`config.mk`:
```
export PLATFORM = sky130hd
export DESIGN_NAME = tdc_core
export DESIGN_NICKNAME = d
export VERILOG_FILES = /design/src/include/tdc_pkg.sv /design/src/rtl/tdc_core.sv
export SDC_FILE = /design/constraint.sdc
export NUM_CORES = 1
export LEC_CHECK = 0
export BUFFER_PORTS_ARGS = -buffer_cell sky130_fd_sc_hd__buf_2
export CORE_ASPECT_RATIO = 0.5
export CORE_MARGIN = 4
export CORE_UTILIZATION = 56
export CTS_BUF_LIST = sky130_fd_sc_hd__clkbuf_2 sky130_fd_sc_hd__clkbuf_4 sky130_fd_sc_hd__clkbuf_8
export CTS_CLUSTER_SIZE = 28
export DETAILED_ROUTE_END_ITERATION = 8
export PLACE_DENSITY_LB_ADDON = 0.08
export SYNTH_ARGS = -nofsm -noshare
export SYNTH_HDL_FRONTEND = slang
export SYNTH_SLANG_ARGS = --single-unit
```
`constraint.sdc`:
```
create_clock -name CLK_I -period 8.9 [get_ports CLK_I]
set_input_delay 2.67 -clock CLK_I [delete_from_list [all_inputs] [get_ports CLK_I]]
set_output_delay 2.67 -clock CLK_I [all_outputs]
set_load 0.1 [all_outputs]
```
`src/include/tdc_pkg.sv`:
```
// Constants, field layouts and carrier types of the topology discovery control block
//==============================================================================
// Contract
// - Enable bit 15 selects discovery mode and suppresses normal frame traffic.
// - Manual mode: bit 10 picks calibration (1) or measurement (0) for a start.
// - Automatic mode ignores the calibration/measurement selector bit.
// - Bit 9 selects manual (1) or automatic (0) discovery operation.
// - Writing 1 to bit 8 launches the function; self-clearing, 0 when waiting.
// - Automatic start runs calibration then measurement as one sequence.
// - Bit 4 at 0 checks the scrambler during measurement; 1 skips it.
// - Bit 0 at 1 makes this node the reference that originates pulses.
// - Measured node echoes received pulses and never sends one unprompted.
// - Status bit 15 reads 1 when the run has finished; resets to 1.
// - Manual calibration leaves no valid result for software.
// - Status bit 2 flags a handshake error after an automatic run.
// - Status bit 1 flags an erroneous last measurement in either mode.
// - Status bit 0 flags calibration that found no solution.
// - Calibration error is flagged in both manual and automatic runs.
// - After completion the result register holds the last pulse count.
// - Measurement duration is set in 40 ns steps by a writable register.
package tdc_pkg;

  //============================================================================
  // Register map
  localparam logic [15:0] TDC_ADDR_CTRL     = 16'h0016;
  localparam logic [15:0] TDC_ADDR_STATUS   = 16'h0017;
  localparam logic [15:0] TDC_ADDR_RESULT   = 16'h0018;
  localparam logic [15:0] TDC_ADDR_PRECISE  = 16'h0019;
  localparam logic [15:0] TDC_ADDR_DURATION = 16'h001A;

  localparam logic [15:0] TDC_CTRL_RESET     = 16'h0000;
  localparam logic [15:0] TDC_STATUS_RESET   = 16'h8000;
  localparam logic [15:0] TDC_RESULT_RESET   = 16'h0000;
  localparam logic [15:0] TDC_PRECISE_VALUE  = 16'h0FA0;
  localparam logic [15:0] TDC_DURATION_RESET = 16'h7530;

  //============================================================================
  // Control fields
  localparam int TDC_BIT_ENABLE  = 15;
  localparam int TDC_BIT_CAL_OR_MEASURE_SELECT    = 10;
  localparam int TDC_BIT_MANUAL_MODE_SELECT    = 9;
  localparam int TDC_BIT_TRIGGER = 8;
  localparam int TDC_BIT_SCR_OFF = 4;
  localparam int TDC_BIT_REF     = 0;

  // Status fields
  localparam int TDC_BIT_DONE    = 15;
  localparam int TDC_BIT_HND_ERR = 2;
  localparam int TDC_BIT_MEA_ERR = 1;
  localparam int TDC_BIT_CAL_ERR = 0;

  //============================================================================
  // Timing
  localparam int TDC_CLK_PERIOD_NS   = 4;
  localparam int TDC_TICK_NS         = 40;
  localparam int TDC_TICK_CYCLES     = TDC_TICK_NS / TDC_CLK_PERIOD_NS;
  localparam int TDC_CAL_WINDOW_NS   = 2000;
  localparam int TDC_CAL_CYCLES      = TDC_CAL_WINDOW_NS / TDC_CLK_PERIOD_NS;
  localparam int TDC_ECHO_TIMEOUT_NS = 4000;
  localparam int TDC_ECHO_CYCLES     = TDC_ECHO_TIMEOUT_NS / TDC_CLK_PERIOD_NS;

  //============================================================================
  // Carriers
  typedef struct packed {
    logic discovery_enable;
    logic cal_or_measure_select;
    logic manual_mode_select;
    logic scrambler_check_off;
    logic reference_role_select;
  } tdc_ctrl_t;

  typedef struct packed {
    logic done;
    logic handshake_error_flag;
    logic measure_error_flag;
    logic calibration_error_flag;
  } tdc_status_t;

  typedef enum logic [1:0] {
    TDC_S_IDLE,
    TDC_S_CAL,
    TDC_S_HAND,
    TDC_S_MEAS
  } tdc_state_t;

endpackage

```
`src/rtl/tdc_core.sv`:
```
// Topology discovery control, status and pulse engine
module tdc_core
  import tdc_pkg::*;
#(
  parameter int ADDR_W = 16,
  parameter int CNT_W  = 16
) (
  input  wire logic              CLK_I,
  input  wire logic              RST_I,
  input  wire logic [ADDR_W-1:0] REG_ADDR_I,
  input  wire logic              REG_WR_I,
  input  wire logic [15:0]       REG_WDATA_I,
  input  wire logic              REG_RD_I,
  output logic [15:0]            REG_RDATA_O,
  input  wire logic              RX_PULSE_I,
  input  wire logic              SCRAMBLER_ERR_I,
  output logic                   TX_PULSE_O,
  output logic                   TX_INHIBIT_O,
  output logic                   BUSY_O
);

  localparam logic [9:0]  TICK_LAST = 10'(TDC_TICK_CYCLES - 1);
  localparam logic [11:0] CAL_LAST  = 12'(TDC_CAL_CYCLES - 1);
  localparam logic [11:0] ECHO_LAST = 12'(TDC_ECHO_CYCLES - 1);

  //============================================================================
  // Register state
  tdc_ctrl_t   ctrl_q;
  tdc_status_t stat_q;
  tdc_state_t  state_q;
  logic [15:0] duration_q;
  logic [CNT_W-1:0] result_q;
  logic [CNT_W-1:0] count_q;
  logic        auto_q;
  logic [9:0]  tick_q;
  logic [15:0] ticks_q;
  logic [11:0] wait_q;
  logic        pending_q;
  logic        tx_q;

  logic wr_ctrl;
  logic start;
  logic abort;
  logic tick;
  logic meas_end;
  logic scr_fail;

  function automatic logic hit(input logic [ADDR_W-1:0] a, input logic [15:0] r);
    hit = (a == ADDR_W'(r));
  endfunction

  assign wr_ctrl = REG_WR_I && hit(REG_ADDR_I, TDC_ADDR_CTRL);
  // Start is only taken while enabled and idle; a start during a run is dropped
  assign start   = wr_ctrl && REG_WDATA_I[TDC_BIT_TRIGGER] && REG_WDATA_I[TDC_BIT_ENABLE]
                   && (state_q == TDC_S_IDLE);
  assign abort   = !ctrl_q.discovery_enable && (state_q != TDC_S_IDLE);
  assign tick    = (tick_q == TICK_LAST);
  assign meas_end = (state_q == TDC_S_MEAS) && tick && (ticks_q >= duration_q);
  assign scr_fail = (state_q == TDC_S_MEAS) && !ctrl_q.scrambler_check_off
                    && SCRAMBLER_ERR_I;

  //============================================================================
  // Control register
  always_ff @(posedge CLK_I or posedge RST_I) begin
    if (RST_I) begin
      ctrl_q <= '0;
    end else if (wr_ctrl) begin
      ctrl_q.discovery_enable      <= REG_WDATA_I[TDC_BIT_ENABLE];
      ctrl_q.cal_or_measure_select <= REG_WDATA_I[TDC_BIT_CAL_OR_MEASURE_SELECT];
      ctrl_q.manual_mode_select    <= REG_WDATA_I[TDC_BIT_MANUAL_MODE_SELECT];
      ctrl_q.scrambler_check_off   <= REG_WDATA_I[TDC_BIT_SCR_OFF];
      ctrl_q.reference_role_select <= REG_WDATA_I[TDC_BIT_REF];
    end
  end

  always_ff @(posedge CLK_I or posedge RST_I) begin
    if (RST_I) begin
      duration_q <= TDC_DURATION_RESET;
    end else if (REG_WR_I && hit(REG_ADDR_I, TDC_ADDR_DURATION)) begin
      duration_q <= REG_WDATA_I;
    end
  end

  //============================================================================
  // 40 ns reference tick, free running only during a measurement
  always_ff @(posedge CLK_I or posedge RST_I) begin
    if (RST_I) begin
      tick_q  <= '0;
      ticks_q <= '0;
    end else if (state_q != TDC_S_MEAS) begin
      tick_q  <= '0;
      ticks_q <= '0;
    end else if (tick) begin
      tick_q  <= '0;
      ticks_q <= ticks_q + 16'h0001;
    end else begin
      tick_q <= tick_q + 10'h001;
    end
  end

  //============================================================================
  // Sequencer
  always_ff @(posedge CLK_I or posedge RST_I) begin
    if (RST_I) begin
      state_q   <= TDC_S_IDLE;
      auto_q    <= 1'b0;
      wait_q    <= '0;
      pending_q <= 1'b0;
      count_q   <= '0;
      tx_q      <= 1'b0;
    end else begin
      tx_q <= 1'b0;
      case (state_q)
        TDC_S_IDLE: begin
          if (start) begin
            auto_q  <= !REG_WDATA_I[TDC_BIT_MANUAL_MODE_SELECT];
            wait_q  <= '0;
            count_q <= '0;
            pending_q <= 1'b0;
            // Automatic runs always begin with calibration, selector ignored
            if (!REG_WDATA_I[TDC_BIT_MANUAL_MODE_SELECT] || REG_WDATA_I[TDC_BIT_CAL_OR_MEASURE_SELECT]) begin
              state_q <= TDC_S_CAL;
            end else begin
              state_q <= TDC_S_MEAS;
            end
          end
        end
        TDC_S_CAL: begin
          // Traffic on a line that should be quiet means no calibration solution
          if (abort || RX_PULSE_I) begin
            state_q <= TDC_S_IDLE;
          end else if (wait_q == CAL_LAST) begin
            wait_q <= '0;
            state_q <= auto_q ? TDC_S_HAND : TDC_S_IDLE;
            if (auto_q && ctrl_q.reference_role_select) begin
              tx_q <= 1'b1;
            end
          end else begin
            wait_q <= wait_q + 12'h001;
          end
        end
        TDC_S_HAND: begin
          // Reference waits for its echo; measured node waits for the first pulse
          // A pulse on the last cycle still wins, so the run never ends without done
          if (abort) begin
            state_q <= TDC_S_IDLE;
          end else if (RX_PULSE_I) begin
            wait_q  <= '0;
            state_q <= TDC_S_MEAS;
            // The measured node answers the opening pulse as well
            tx_q    <= !ctrl_q.reference_role_select;
          end else if (wait_q == ECHO_LAST) begin
            state_q <= TDC_S_IDLE;
          end else begin
            wait_q <= wait_q + 12'h001;
          end
        end
        TDC_S_MEAS: begin
          if (abort || meas_end || scr_fail) begin
            state_q <= TDC_S_IDLE;
          end else if (ctrl_q.reference_role_select) begin
            if (!pending_q) begin
              tx_q      <= 1'b1;
              pending_q <= 1'b1;
              wait_q    <= '0;
            end else if (RX_PULSE_I) begin
              pending_q <= 1'b0;
              count_q   <= count_q + CNT_W'(1);
            end else if (wait_q == ECHO_LAST) begin
              state_q <= TDC_S_IDLE;
            end else begin
              wait_q <= wait_q + 12'h001;
            end
          end else if (RX_PULSE_I) begin
            // Only a received pulse can cause a transmit on the measured side
            tx_q    <= 1'b1;
            count_q <= count_q + CNT_W'(1);
          end
        end
        default: begin
          state_q <= TDC_S_IDLE;
        end
      endcase
    end
  end

  //============================================================================
  // Status flags: cleared by an accepted start, set as the run concludes
  always_ff @(posedge CLK_I or posedge RST_I) begin
    if (RST_I) begin
      stat_q <= tdc_status_t'(4'h8);
    end else if (start) begin
      stat_q <= '0;
    end else begin
      case (state_q)
        TDC_S_CAL: begin
          if (abort) begin
            stat_q.done <= 1'b1;
          end else if (RX_PULSE_I) begin
            stat_q.done                   <= 1'b1;
            stat_q.calibration_error_flag <= 1'b1;
          end else if (wait_q == CAL_LAST && !auto_q) begin
            stat_q.done <= 1'b1;
          end
        end
        TDC_S_HAND: begin
          if (abort) begin
            stat_q.done <= 1'b1;
          end else if (wait_q == ECHO_LAST && !RX_PULSE_I) begin
            stat_q.done                 <= 1'b1;
            stat_q.handshake_error_flag <= auto_q;
          end
        end
        TDC_S_MEAS: begin
          if (abort || meas_end) begin
            stat_q.done <= 1'b1;
          end else if (scr_fail || (ctrl_q.reference_role_select && pending_q
                                    && !RX_PULSE_I && wait_q == ECHO_LAST)) begin
            stat_q.done               <= 1'b1;
            stat_q.measure_error_flag <= 1'b1;
          end
        end
        default: begin
          stat_q <= stat_q;
        end
      endcase
    end
  end

  // Result is taken only from measurements, so a manual calibration leaves it stale
  always_ff @(posedge CLK_I or posedge RST_I) begin
    if (RST_I) begin
      result_q <= CNT_W'(TDC_RESULT_RESET);
    end else if (state_q == TDC_S_MEAS && state_q != TDC_S_IDLE
                 && (abort || meas_end || scr_fail || wait_q == ECHO_LAST)) begin
      result_q <= count_q;
    end
  end

  //============================================================================
  // Register read, one cycle after the strobe
  always_ff @(posedge CLK_I or posedge RST_I) begin
    if (RST_I) begin
      REG_RDATA_O <= '0;
    end else if (REG_RD_I) begin
      REG_RDATA_O <= '0;
      if (hit(REG_ADDR_I, TDC_ADDR_CTRL)) begin
        REG_RDATA_O[TDC_BIT_ENABLE]  <= ctrl_q.discovery_enable;
        REG_RDATA_O[TDC_BIT_CAL_OR_MEASURE_SELECT]    <= ctrl_q.cal_or_measure_select;
        REG_RDATA_O[TDC_BIT_MANUAL_MODE_SELECT]    <= ctrl_q.manual_mode_select;
        REG_RDATA_O[TDC_BIT_TRIGGER] <= (state_q != TDC_S_IDLE);
        REG_RDATA_O[TDC_BIT_SCR_OFF] <= ctrl_q.scrambler_check_off;
        REG_RDATA_O[TDC_BIT_REF]     <= ctrl_q.reference_role_select;
      end else if (hit(REG_ADDR_I, TDC_ADDR_STATUS)) begin
        REG_RDATA_O[TDC_BIT_DONE]    <= stat_q.done;
        REG_RDATA_O[TDC_BIT_HND_ERR] <= stat_q.handshake_error_flag;
        REG_RDATA_O[TDC_BIT_MEA_ERR] <= stat_q.measure_error_flag;
        REG_RDATA_O[TDC_BIT_CAL_ERR] <= stat_q.calibration_error_flag;
      end else if (hit(REG_ADDR_I, TDC_ADDR_RESULT)) begin
        REG_RDATA_O <= 16'(result_q);
      end else if (hit(REG_ADDR_I, TDC_ADDR_PRECISE)) begin
        REG_RDATA_O <= TDC_PRECISE_VALUE;
      end else if (hit(REG_ADDR_I, TDC_ADDR_DURATION)) begin
        REG_RDATA_O <= duration_q;
      end
    end
  end

  //============================================================================
  // Line side
  assign TX_PULSE_O   = tx_q;
  assign TX_INHIBIT_O = ctrl_q.discovery_enable;
  assign BUSY_O       = (state_q != TDC_S_IDLE);

endmodule

```
==> Word-level counts from Yosys, hierarchy flattened <==
Cells that the tools add are included.
{ "word_totals": {"reg_bits": 116, "input_bits": 38, "output_inout_bits": 19, "elab_cells": 182} }
{ "op_classes": {"n_addsub": 4, "order_cmp": 1, "eq_ne": 28, "n_mux": 79, "reduce_logical": 50} }
{ "op_table": {"columns": ["operator", "count"], "rows": [
  ["$mux 16", 10],
  ["$mux 12", 11],
  ["$eq 16x5->1 const B", 5],
  ["$pmux 12 s4", 1],
  ["$add 16x1->16 const B", 2],
  ["$pmux 16 s2", 1],
  ["$mux 1", 31],
  ["$mux 2", 13],
  ["$mux 10", 2],
  ["$logic_and 1x1->1", 18],
  ["$reduce_bool 2->1", 9],
  ["$ge 16x16->1", 1],
  ["$ne 2x2->1 const B", 8],
  ["$add 12x1->12 const B", 1],
  ["$eq 12x10->1 const B", 1],
  ["$eq 12x9->1 const B", 1],
  ["$mux 3", 4],
  ["$reduce_and 4->1", 3],
  ["$add 10x1->10 const B", 1],
  ["$eq 10x4->1 const B", 1],
  ["$ne 3x2->1 const B", 3],
  ["$ne 3x3->1 const B", 3],
  ["$reduce_and 3->1", 3],
  ["$mux 4", 2],
  ["15 further kinds", 27]
]} }

==> Longest topological paths before layout <==
Gate-level depths: netlist (run 1).
{ "depth": {"depth_word": 8, "depth_mapped": 11, "depth_no_buf": 9} }

==> Worst setup path after synthesis (run 1) <==
OpenSTA, ideal clock, no wires.
{ "synth_path": {"path_type": "in2reg", "start": "input port REG_ADDR_I[9]", "end": "register count_q[13]", "setup_time_ns": 0.078, "arrival_ns": 4.875, "t_required_ns": 8.822, "path_slack_ns": 3.948, "cell_stages": 7, "path_buffers": 0, "path_cell_list": "or4_1 -> nor4_4 -> a31oi_4 -> a21oi_4 -> nand4_4 -> or4_1 -> a21oi_1"} }
{ "synth_between": {"elab_chain_cells": 7} }
{ "synth_lines": {"columns": ["item", "line", "rtl"], "rows": [
  ["start, declared", "tdc_core.sv:10", "input wire logic [ADDR_W-1:0] REG_ADDR_I,"],
  ["$eq 16x5->1", "tdc_core.sv:49", "hit = (a == ADDR_W'(r));"],
  ["$logic_and 1x1->1", "tdc_core.sv:52", "assign wr_ctrl = REG_WR_I && hit(REG_ADDR_I, TDC_ADDR_CTRL);"],
  ["$logic_and 1x1->1 (2 in series)", "tdc_core.sv:54", "assign start = wr_ctrl && REG_WDATA_I[TDC_BIT_TRIGGER] && REG_WDATA_I[TDC_BIT_ENABLE]"],
  ["$logic_and 1x1->1", "tdc_core.sv:55", "&& (state_q == TDC_S_IDLE);"],
  ["$ne 2x2->1 (no source line)", null, null],
  ["$reduce_and 4->1 (no source line)", null, null],
  ["end signal, assigned", "tdc_core.sv:168", "count_q <= count_q + CNT_W'(1);"],
  ["end signal, assigned", "tdc_core.sv:177", "count_q <= count_q + CNT_W'(1);"],
  ["end, declared", "tdc_core.sv:33", "logic [CNT_W-1:0] count_q;"]
]} }
No other way between the ends.
A chain may end at the register's enable or synchronous reset.

==> Worst setup path after layout (run 1) <==
{ "layout_path": {"start": "input port REG_ADDR_I[9]", "end": "register wait_q[7]"} }
{ "layout_between": {"elab_chain_cells": 7} }
{ "layout_lines": {"columns": ["item", "line", "rtl"], "rows": [
  ["$eq 16x5->1", "tdc_core.sv:49", null],
  ["$logic_and 1x1->1", "tdc_core.sv:52", null],
  ["$logic_and 1x1->1 (2 in series)", "tdc_core.sv:54", null],
  ["$logic_and 1x1->1", "tdc_core.sv:55", null],
  ["$ne 2x2->1 (no source line)", null, null],
  ["$reduce_and 6->1 (no source line)", null, null],
  ["end signal, assigned", "tdc_core.sv:139", "wait_q <= wait_q + 12'h001;"],
  ["end signal, assigned", "tdc_core.sv:155", "wait_q <= wait_q + 12'h001;"],
  ["end signal, assigned", "tdc_core.sv:172", "wait_q <= wait_q + 12'h001;"],
  ["end, declared", "tdc_core.sv:37", "logic [11:0] wait_q;"]
]} }
No other way between the ends.

==> results.md, run 1 <==
- Dpl cells: 814
- Area Growth Syn to Fin: 13.2%
- Syn nets: 697
- Net Switching: 511 µW
- HPWL after DPL: 11.0 mm
- Top-area cell type share of the netlist area: 42.8%
- Design Area, Final: approximately 7100 µm²
- Final setup viols: 0
- Area of the mapped netlist: 6310 µm²
- RSZ-0062 raised after global routing: false
- Core ar.: about 11000 µm²
- Max Slew Vio Count: 0
- Pwr dens: 207 nW/µm²
- Power share of the combinational group: 23.6%
- Insertion delay to the later sink of the worst-skew pair: between 400 and 500 ps
- DRT iter0 DRCs: roughly 400
- Placed instance area: between 6000 and 7000 µm²
- Synth Warn #: 0
- Global route overflow: 0
- Nature of the critical path endpoint: register
- Via count: 5050
- WL per Instance: 18.2 µm
- P_int: 968 µW
- Power share of the clock group: 37.5%
- Post-synth cell types: 69
- Initial Util: ~57%
- Antenna cells: 0
- Synth area leaders: dfrtp_1 (43%), mux2_2 (6.6%), ha_1 (5.2%), nor2_1 (3.7%), dfstp_2 (3.3%)
- Final WL: 15.4 mm
- Pin count of the biggest net entering global routing: 80
- Status: finished clean
- Fmax: around 200 MHz
- GPL Wtd Cong: 0.891
- Die height: between 80 and 90 µm
- Critical path class: in2reg
- Leak pwr: 0.00322 µW
- Layout net count: 752
- Number of max-cap violations: 0
- Mapped Cells: 633
- IO buf count: 56
- Die area: between 10000 and 15000 µm²
- Register area share after synthesis: 46.2%
- Die W: 158 µm
- VDD IR max: ~0.098 mV
- CTS buffer count: 17
- Post-CTS sizing: 0
- Fin Setup TNS: 0 ps
- Area leader, netlist: dfrtp_1
- Final Hold Viols: 0
- Setup crit start kind: primary input
- Number of synthesized flops with an enable pin: 0
- Critical path peak fanout: 16
- Drt drc: 0
- Mean post-synth cell area: roughly 10 µm²
- Sequential share of power: 39.0%
- Final Instance Count excl. Fillers: 846
- Hold crit path type: reg2reg
- CTS tree: yes
- CTS root buffer: clkbuf_8
- # hold bufs at CTS: 0
- Worst-case clock buffer depth: 2
- Initial antenna violation count: 0
- Post-synthesis async set-or-reset flop share: 100%
- Final ANT Viol Nets: 0
- Vias in the first global route: 4845
- Global-route wire length before repair: 25.3 mm
- Final worst-path cycle share: 56.8%
- Worst endpoint data arrival time: 5390 ps
- H-tree depth: 4
- GRT Total Usage: 24.4%
- Layout Skew: around 14 ps
- CP required: 9230 ps
- Flops & latches, synth: 116
- DRT Pass-1 Iters: 5
- Sink Count: approximately 120
- Clock transition at path regs: 70 ps
- Vias per inst: 5.97
- Tmin final: 5060 ps
- Setup Fix Bufs, Post-CTS: 0
- Ys flop type: dfrtp_1
- Sw Ratio: 34.5%
- Worst rel slew slack: 28.0%
- Site Rows: 27
- Slew at the pin closest to its max-slew limit: 1080 ps
- Boundary Pins: 57
- Share of cells above drive strength 1: 21.4%
==> metrics by stage <==
| stage | total power [µW] | worst slack [ps] | hold slack [ps] | utilization, % |
|---|---|---|---|---|
| floorplan | 851 | 3170 | 450 | - |
| global placement | 921 | 3510 | 468 | 61.0 |
| detailed placement | 930 | 3400 | 481 | 61.0 |
| CTS | 1480 | 3880 | 495 | 65.0 |
| global route | 1550 | 3640 | 526 | 65.0 |
| finish | 1480 | 3840 | 492 | 65.0 |
==> cells in the final DEF, fill, tap and decap left out, types with 4 or more instances in the layout <==
cell type | synthesis | final
a222oi_1 | 5 | 5
mux2_2 | 37 | 37
nor2_1 | 63 | 63
and3_1 | 13 | 13
o22ai_1 | 5 | 5
bufinv_16 | 0 | 4
xor2_1 | 20 | 20
o21ai_1 | 4 | 4
or4_1 | 10 | 10
dfrtp_1 | 108 | 108
xnor2_1 | 6 | 6
ha_1 | 26 | 26
nor4_1 | 7 | 7
or3_1 | 8 | 8
nand2b_1 | 5 | 5
buf_2 | 3 | 56
a21oi_1 | 30 | 30
inv_1 | 35 | 34
nor3_1 | 11 | 11
o31ai_1 | 19 | 19
dfstp_2 | 8 | 8
a22oi_1 | 7 | 7
a31oi_1 | 8 | 8
nand3_1 | 24 | 24
clkbuf_8 | 0 | 19
o21ai_0 | 29 | 29
nand4_1 | 10 | 10
nand2_1 | 50 | 50
==> registers in the layout (all words and copies together), names as in the netlist <==
signal,cells
ctrl_q,4
TX_INHIBIT_O,1
auto_q,1
count_q,16
TX_PULSE_O,1
pending_q,1
tick_q,10
ticks_q,16
duration_q,16
stat_q,4
result_q,16
REG_RDATA_O,16
wait_q,12
state_q,2
==> metal layers <==
| layer | routed length, µm | part of all wire (%) | track usage, % | vias to the layer above |
|---|---|---|---|---|
| met5 | 0 | 0 | 0 | - |
| met1 | 7430 | 48 | 36.2 | 2493 |
| met3 | 736 | 4.8 | 5.62 | 17 |
| met2 | 7030 | 46 | 36.0 | 117 |
| li1 | - | - | - | 2423 |
| met4 | 166 | 1.1 | 6.58 | 0 |
==> cell type report <==
class | instances | area (µm²)
Fill cell | 884 | 3840
Multi-Input combinational cell | 459 | 3170
Clock inverter | 12 | 179
Sequential cell | 116 | 2910
Timing Repair Buffer | 58 | 295
Clock buffer | 20 | 269
Tap cell | 145 | 181
Inverter | 36 | 138
==> kinds of logic (layout without fill, tap and decap cells) <==
| family | count (synthesis) | in the layout | share of synthesized area [%] |
|---|---|---|---|
| adders and majority gates | 26 | 26 | 5.16 |
| muxes | 41 | 41 | 7.26 |
| buffers and inverters | 58 | 126 | 3.63 |
| xor gates and xnor gates | 26 | 26 | 3.61 |
| and+or+nand+nor | 233 | 233 | 19.9 |
| AOI/OAI and AO/OA | 133 | 133 | 14.3 |
| DFF | 116 | 116 | 46.2 |
==> power groups by stage <==
stage	sequential [µW]	combinational [µW]	clock (µW)
finish	576	348	554
global route	579	382	591
CTS	576	345	560
detailed placement	585	345	0
global placement	585	336	0
floorplan	600	251	0
==> cells in the mapped netlist (2+ instances only) <==
cell type / count
a22oi_1: 7
o21ai_0: 29
a31oi_1: 8
nor2_1: 63
a2bb2oi_1: 2
o22ai_1: 5
ha_1: 26
dfstp_2: 8
nand4_1: 10
buf_2: 3
nand2_1: 50
or4bb_1: 2
buf_1: 2
xor2_1: 20
nand4bb_1: 2
o211ai_1: 3
or2_2: 2
clkbuf_1: 16
a21o_1: 3
o311a_1: 3
and4_1: 2
o311ai_0: 2
nand3_1: 24
and3_1: 13
nor3_1: 11
a222oi_1: 5
xnor2_1: 6
mux2i_1: 3
dfrtp_1: 108
or3_1: 8
nor2b_1: 3
nor3b_1: 2
nor4_1: 7
nand4b_1: 3
or4_1: 10
nor4_4: 2
mux2_2: 37
a21oi_1: 30
nand2b_1: 5
and2_1: 3
o21ai_1: 4
nand3b_1: 2
inv_1: 35
o31ai_1: 19
==> critical path, stage by stage <==
cell,delay (ps)
buf_2,100
or4_1,590
nor4_4,590
nand4_2,270
o2bb2ai_2,320
or3_1,560
o31ai_1,280
==> final timing paths <==
| path | depth (start not counted) | slack [ps] | startpoint | endpoint |
|---|---|---|---|---|
| setup / recovery | 7 | 3840 | REG_ADDR_I[9] | wait_q[7] |
| hold / removal | 2 | 490 | duration_q[10] | duration_q[10] |
| setup reg to reg | 9 | 5160 | state_q[1] | wait_q[7] |
| hold reg to reg | 2 | 490 | duration_q[10] | duration_q[10] |
| max in group asynchronous | 3 | 5260 | RST_I | ticks_q[3] |
| min in group asynchronous | 2 | 2260 | RST_I | wait_q[0] |
(Power assumes the default switching activity.)
==> inputs of run 2 (changes only) <==
ABC_AREA = 1   (was not set)
clock period = 5 ns   (was 8.9 ns; I/O delays follow)
==> results.md, run 2 <==
- # hold bufs at CTS: 0 (unchanged)
- Leading cell type in the layout, fill and taps excluded: nand2_1 (was dfrtp_1)
- VDD IR max: 0.416 mV (was 0.0983 mV)
- Synth Warn #: 0 (unchanged)
- Die W: 166 µm (was 158 µm)
- H-tree depth: 4 (unchanged)
- RSZ-0062 raised after global routing: false (unchanged)
- Critical path peak fanout: 32 (was 16)
- Fin Setup TNS: 0 ps (unchanged)
- Area leader, netlist: dfrtp_1 (unchanged)
- GPL Wtd Cong: 0.915 (was 0.891)
- Register area: 2910 µm² (unchanged)
- Pin count of the biggest net entering global routing: 63 (was 80)
- CP required: 5290 ps (was 9230 ps)
- Final Hold Viols: 0 (unchanged)
- Register area share after synthesis: 41.5% (was 46.2%)
- GRT Total Usage: 24.6% (was 24.4%)
- Synth area leaders: dfrtp_1 (39%), nand2_1 (13%), nand3_1 (5.3%), inv_1 (5.0%), ha_1 (4.6%) (was dfrtp_1 (43%), mux2_2 (6.6%), ha_1 (5.2%), nor2_1 (3.7%), dfstp_2 (3.3%))
- Setup WS pre-CTS: 1100 ps (was 3400 ps)
- Mapped Cells: 915 (was 633)
- Hold crit path type: reg2reg (unchanged)
- Critical path class: in2reg (unchanged)
- Layout net count: 1029 (was 752)
- Max Slew Vio Count: 0 (unchanged)
- Setup ws final: 1500 ps (was 3840 ps)
- Site Rows: 28 (was 27)
- Ys flop type: dfrtp_1 (unchanged)
- CTS root buffer: clkbuf_8 (unchanged)
- Boundary Pins: 57 (unchanged)
- Top-area cell type share of the netlist area: 38.5% (was 42.8%)
- Syn nets: 979 (was 697)
- Global-route wire length before repair: 28.7 mm (was 25.3 mm)
- Final worst-path cycle share: 70.0%
- Via count: 6225 (was 5050)
- Final WL: 17.1 mm (was 15.4 mm)
- Most frequent cells in the layout: nand2_1 (235), dfrtp_1 (108), inv_1 (93) (was dfrtp_1 (108), nor2_1 (63), buf_2 (56))
- Initial Util: 58.4% (was 57.4%)
- Worst rel slew slack: 39.8% (was 28.0%)
- Tmin final: 3500 ps
- Die area: 14500 µm² (was 13100 µm²)
- Number of max-cap violations: 0 (unchanged)
- Sink Count: 116 (unchanged)
- Drt drc: 0 (unchanged)
- Insertion delay to the later sink of the worst-skew pair: 440 ps (was 430 ps)
- Post-synthesis async set-or-reset flop share: 100% (unchanged)
- Vias in the first global route: 5745 (was 4845)
- Pwr dens: 353 nW/µm² (was 207 nW/µm²)
- Fmax: 286 MHz
- Leak pwr: 0.00369 µW (was 0.00322 µW)
- Area Growth Syn to Fin: 11.2% (was 13.2%)
- Antenna cells: 0 (unchanged)
- Layout Skew: 17.5 ps (was 14.2 ps)
- Most frequent cell after synthesis: nand2_1 (was dfrtp_1)
- Die height: 87.2 µm (was 83.0 µm)
- Slew at the pin closest to its max-slew limit: 901 ps (was 1080 ps)
- Final setup viols: 0 (unchanged)
- HPWL after DPL: 12.6 mm (was 11.0 mm)
- DRT iter0 DRCs: 474 (was 401)
- Initial antenna violation count: 0 (unchanged)
- WL per Instance: 14.9 µm (was 18.2 µm)
- Clock transition at path regs: 70 ps (about the same)
- Post-synth cell types: 46 (was 69)
- Final ANT Viol Nets: 0 (unchanged)
- CTS tree: yes (unchanged)
- Flops & latches, synth: 116 (unchanged)
- Mean post-synth cell area: 7.67 µm² (was 9.96 µm²)
- Post-CTS sizing: 0 (unchanged)
- IO buf count: 56 (unchanged)
- Synth cell count leaders: nand2_1 (235), dfrtp_1 (108), inv_1 (94) (was dfrtp_1 (108), nor2_1 (63), nand2_1 (50))
- Number of synthesized flops with an enable pin: 0 (unchanged)
- DRT Pass-1 Iters: 5 (unchanged)
- Setup Fix Bufs, Post-CTS: 0 (unchanged)
- Worst-case clock buffer depth: 2 (unchanged)
- CTS buffer count: 17 (unchanged)
- Worst endpoint data arrival time: 3790 ps (was 5390 ps)
- Multi-input logic area: 3560 µm² (was 3170 µm²)
- Fill cells: 1034 (was 884)
- Vias per inst: 5.45 (was 5.97)
- Share of cells above drive strength 1: 17.5% (was 21.4%)
- Nature of the critical path endpoint: register (unchanged)
- Status: finished clean (unchanged)
- Global route overflow: 0 (unchanged)
- Area of the mapped netlist: 7020 µm² (was 6310 µm²)
- Setup crit start kind: primary input (unchanged)
- Core ar.: 12000 µm² (was 11000 µm²)
-- run 2: final timing paths --
path,cells after the start,to,startpoint,slack (ps)
worst max-delay path,9,duration_q[6],REG_ADDR_I[11],1500
worst min-delay path,2,REG_RDATA_O[7],REG_RDATA_O[7],480
worst max register to register,9,wait_q[1],state_q[0],2280
worst min register to register,2,REG_RDATA_O[7],REG_RDATA_O[7],480
max in group asynchronous,3,stat_q[3],RST_I,2990
min in group asynchronous,2,wait_q[11],RST_I,1200
-- run 2: critical path: stages --
cell and delay, ps:
buf_2 90, nor2_1 130, nand4_2 190, inv_1 450
nand2_1 340, inv_1 180, nand2_1 530, nor2_1 300
a21oi_1 60
-- run 2: cell families after synthesis --
family                     Yosys count  synth area share [%]
AOI/OAI and AO/OA                  150                  13.1
adders and majority gates           26                  4.64
xor gates and xnor gates            16                  2.00
buffers and inverters              129                  7.83
DFF                                116                  41.5
and+or+nand+nor                    478                  30.9
-- run 2: area by class of cell --
cell class	instances	area share, %
sequential	116	37.3
clock inverter	9	1.64
inverter	100	4.84
multi-input combinational	670	45.6
clock buffer	23	3.82
tap	165	2.65
timing repair buffer	60	4.14
-- run 2: routing by layer --
metal | GRT usage (%) | vias to the layer above | share of wire [%]
li1 | - | 3117 | -
met1 | 34.7 | 2899 | 47
met2 | 39.1 | 189 | 45
met3 | 5.67 | 20 | 6.8
met4 | 6.38 | 0 | 1.3
met5 | 0 | - | 0
-- run 2: metrics by stage --
step                      instances  area, µm²  total power, µW  util (%)  hold WS (ps)
final                          1143       7800             2760      64.9           479
after global routing           1143       7800             2920      64.9           497
after floorplan                 915       7020             1720         -           442
after global placement         1111       7380             1820      61.4           464
after CTS                      1143       7800             2760      64.9           481
after detailed placement       1111       7380             1820      61.4           463
-- run 2: report_power, final --
| part | total (µW) | switching (µW) | internal, µW |
|---|---|---|---|
| combinational | 785 | 602 | 182 |
| clock | 942 | 395 | 547 |
| sequential | 1030 | 50.6 | 978 |
==> inputs of run 3 (changes only) <==
clock period = 3.05 ns   (was 5 ns; I/O delays follow)
==> results.md, run 3 (synthesized netlist as in run 2, its figures left out) <==
- Fmax: 355 MHz
- Via count: 6307 (was 6225)
- Critical path peak fanout: 8 (was 32)
- H-tree depth: 4 (unchanged)
- Fin Setup TNS: 0 ps (unchanged)
- Layout net count: 1037 (was 1029)
- Critical path class: reg2out (was in2reg)
- Sequential share of power: 36.6% (was 37.3%)
- Vias per inst: 5.48 (was 5.45)
- CP startpoint: state_q[0] (was REG_ADDR_I[11])
- Slew at the pin closest to its max-slew limit: 613 ps (was 901 ps)
- Final worst-path cycle share: a little over 90%
- Initial Util: 58.4% (unchanged)
- Clock transition at path regs: 70 ps (about the same)
- Worst rel slew slack: 58.7% (was 39.8%)
- CTS tree: yes (unchanged)
- Sink Count: 116 (unchanged)
- Worst endpoint data arrival time: 1900 ps (was 3790 ps)
- Number of max-cap violations: 0 (unchanged)
- Boundary Pins: 57 (unchanged)
- P_int: 2810 µW (was 1710 µW)
- IO buf count: 56 (unchanged)
- Die height: 87.2 µm (unchanged)
- Setup crit start kind: register (was primary input)
- Final Instance Count excl. Fillers: 1151 (was 1143)
- Sw Ratio: 38.8% (was 38.0%)
- Max Slew Vio Count: 0 (unchanged)
- Hold crit path type: reg2reg (unchanged)
- # hold bufs at CTS: 0 (unchanged)
- Worst-case clock buffer depth: 2 (unchanged)
- Final setup viols: 0 (unchanged)
- Layout Skew: 12.2 ps (was 17.5 ps)
- Final WL: 17.5 mm (was 17.1 mm)
- Die area: 14500 µm² (unchanged)
- CTS root buffer: clkbuf_8 (unchanged)
- Power share of the combinational group: 28.7% (was 28.5%)
- Net Switching: 1780 µW (was 1050 µW)
- DRT Pass-1 Iters: 6 (was 5)
- Antenna cells: 0 (unchanged)
- Initial antenna violation count: 0 (unchanged)
- Setup Fix Bufs, Post-CTS: 0 (unchanged)
- Dpl cells: 1119 (was 1111)
- Hold Path Origin: result_q[11] (was REG_RDATA_O[7])
- Fill cells: 1050 (was 1034)
- WL per Instance: 15.2 µm (was 14.9 µm)
- GRT Total Usage: 25.3% (was 24.6%)
- Core ar.: 12000 µm² (unchanged)
- Global-route wire length before repair: 29.4 mm (was 28.7 mm)
- Status: finished clean (unchanged)
- Final ANT Viol Nets: 0 (unchanged)
- Vias in the first global route: 6014 (was 5745)
- CP required: 2130 ps (was 5290 ps)
- Site Rows: 28 (unchanged)
- Tmin final: around 2800 ps
- Final Hold Viols: 0 (unchanged)
- Die W: 166 µm (unchanged)
- Crit Reg-Reg Startpoint: duration_q[13] (was state_q[0])
- Most frequent cells in the layout: nand2_1 (235), dfrtp_1 (108), inv_1 (93) (unchanged)
- RSZ-0062 raised after global routing: false (unchanged)
- Drt drc: 0 (unchanged)
- Tot Pwr: 4600 µW (was 2760 µW)
- DRT iter0 DRCs: 547 (was 474)
- Nature of the critical path endpoint: output pin (was register)
- CTS buffer count: 17 (unchanged)
- Leading cell type in the layout, fill and taps excluded: nand2_1 (unchanged)
- Post-CTS sizing: 0 (unchanged)
- Area Growth Syn to Fin: 12.5% (was 11.2%)
- Leak pwr: 0.00372 µW (was 0.00369 µW)
- HPWL after DPL: 13.1 mm (was 12.6 mm)
- Insertion delay to the later sink of the worst-skew pair: 450 ps (was 440 ps)
- Power share of the clock group: 34.7% (was 34.2%)
- GPL Wtd Cong: 0.931 (was 0.915)
- Global route overflow: 0 (unchanged)
- VDD IR max: 0.412 mV (was 0.416 mV)
- Pin count of the biggest net entering global routing: 37 (was 63)
- Final core utilization: 65.7% (was 64.9%)
- Pwr dens: 582 nW/µm² (was 353 nW/µm²)
- Share of cells above drive strength 1: 18.3% (was 17.5%)
==> run 3: stage by stage <==
| stage | worst slack [ps] | hold slack (ps) | instance area [µm²] |
|---|---|---|---|
| 6_report | 233 | 475 | 7900 |
| 3_3_place_gp | 428 | 460 | 7460 |
| 4_1_cts | 212 | 479 | 7900 |
| 3_5_place_dp | 382 | 461 | 7460 |
| 5_1_grt | 64.3 | 507 | 7900 |
| 2_1_floorplan | 167 | 442 | 7020 |
==> run 3: worst paths after layout <==
check,endpoint,slack [ps],cells after the start
max reg2reg,wait_q[7],460,12
min,result_q[11],470,2
min reg2reg,result_q[11],470,2
min in group asynchronous,REG_RDATA_O[3],520,2
max in group asynchronous,duration_q[10],1880,3
max,BUSY_O,230,4
==> run 3: cell type report <==
| cell class | instances | area (µm²) | share of cell area [%] |
|---|---|---|---|
| Sequential cell | 116 | 2910 | 36.9 |
| Timing Repair Buffer | 68 | 395 | 5.01 |
| Clock buffer | 17 | 234 | 2.96 |
| Multi-Input combinational cell | 670 | 3560 | 45.1 |
| Clock inverter | 15 | 205 | 2.60 |
| Tap cell | 165 | 206 | 2.61 |
| Inverter | 100 | 379 | 4.80 |
==> run 3: power by group through the flow <==
stage                     logic (µW)  clock network (µW)  registers (µW)
after floorplan                 1120                   0            1710
after global placement          1290                   0            1710
after detailed placement        1300                   0            1710
after CTS                       1310                1610            1680
after global routing            1460                1690            1690
final                           1320                1590            1680
==> run 3: critical path, cell delays in order (launching register included) <==
cell and delay (ps):
dfrtp_1 440, inv_1 140, ha_1 380, clkinv_1 180, buf_2 330
==> run 3: routing by layer <==
layer	up-vias	routed length (µm)	track usage, %
li1	3128	-	-
met1	2984	8330	34.5
met2	167	8100	41.8
met3	28	851	4.35
met4	0	260	8.54
met5	-	0	0
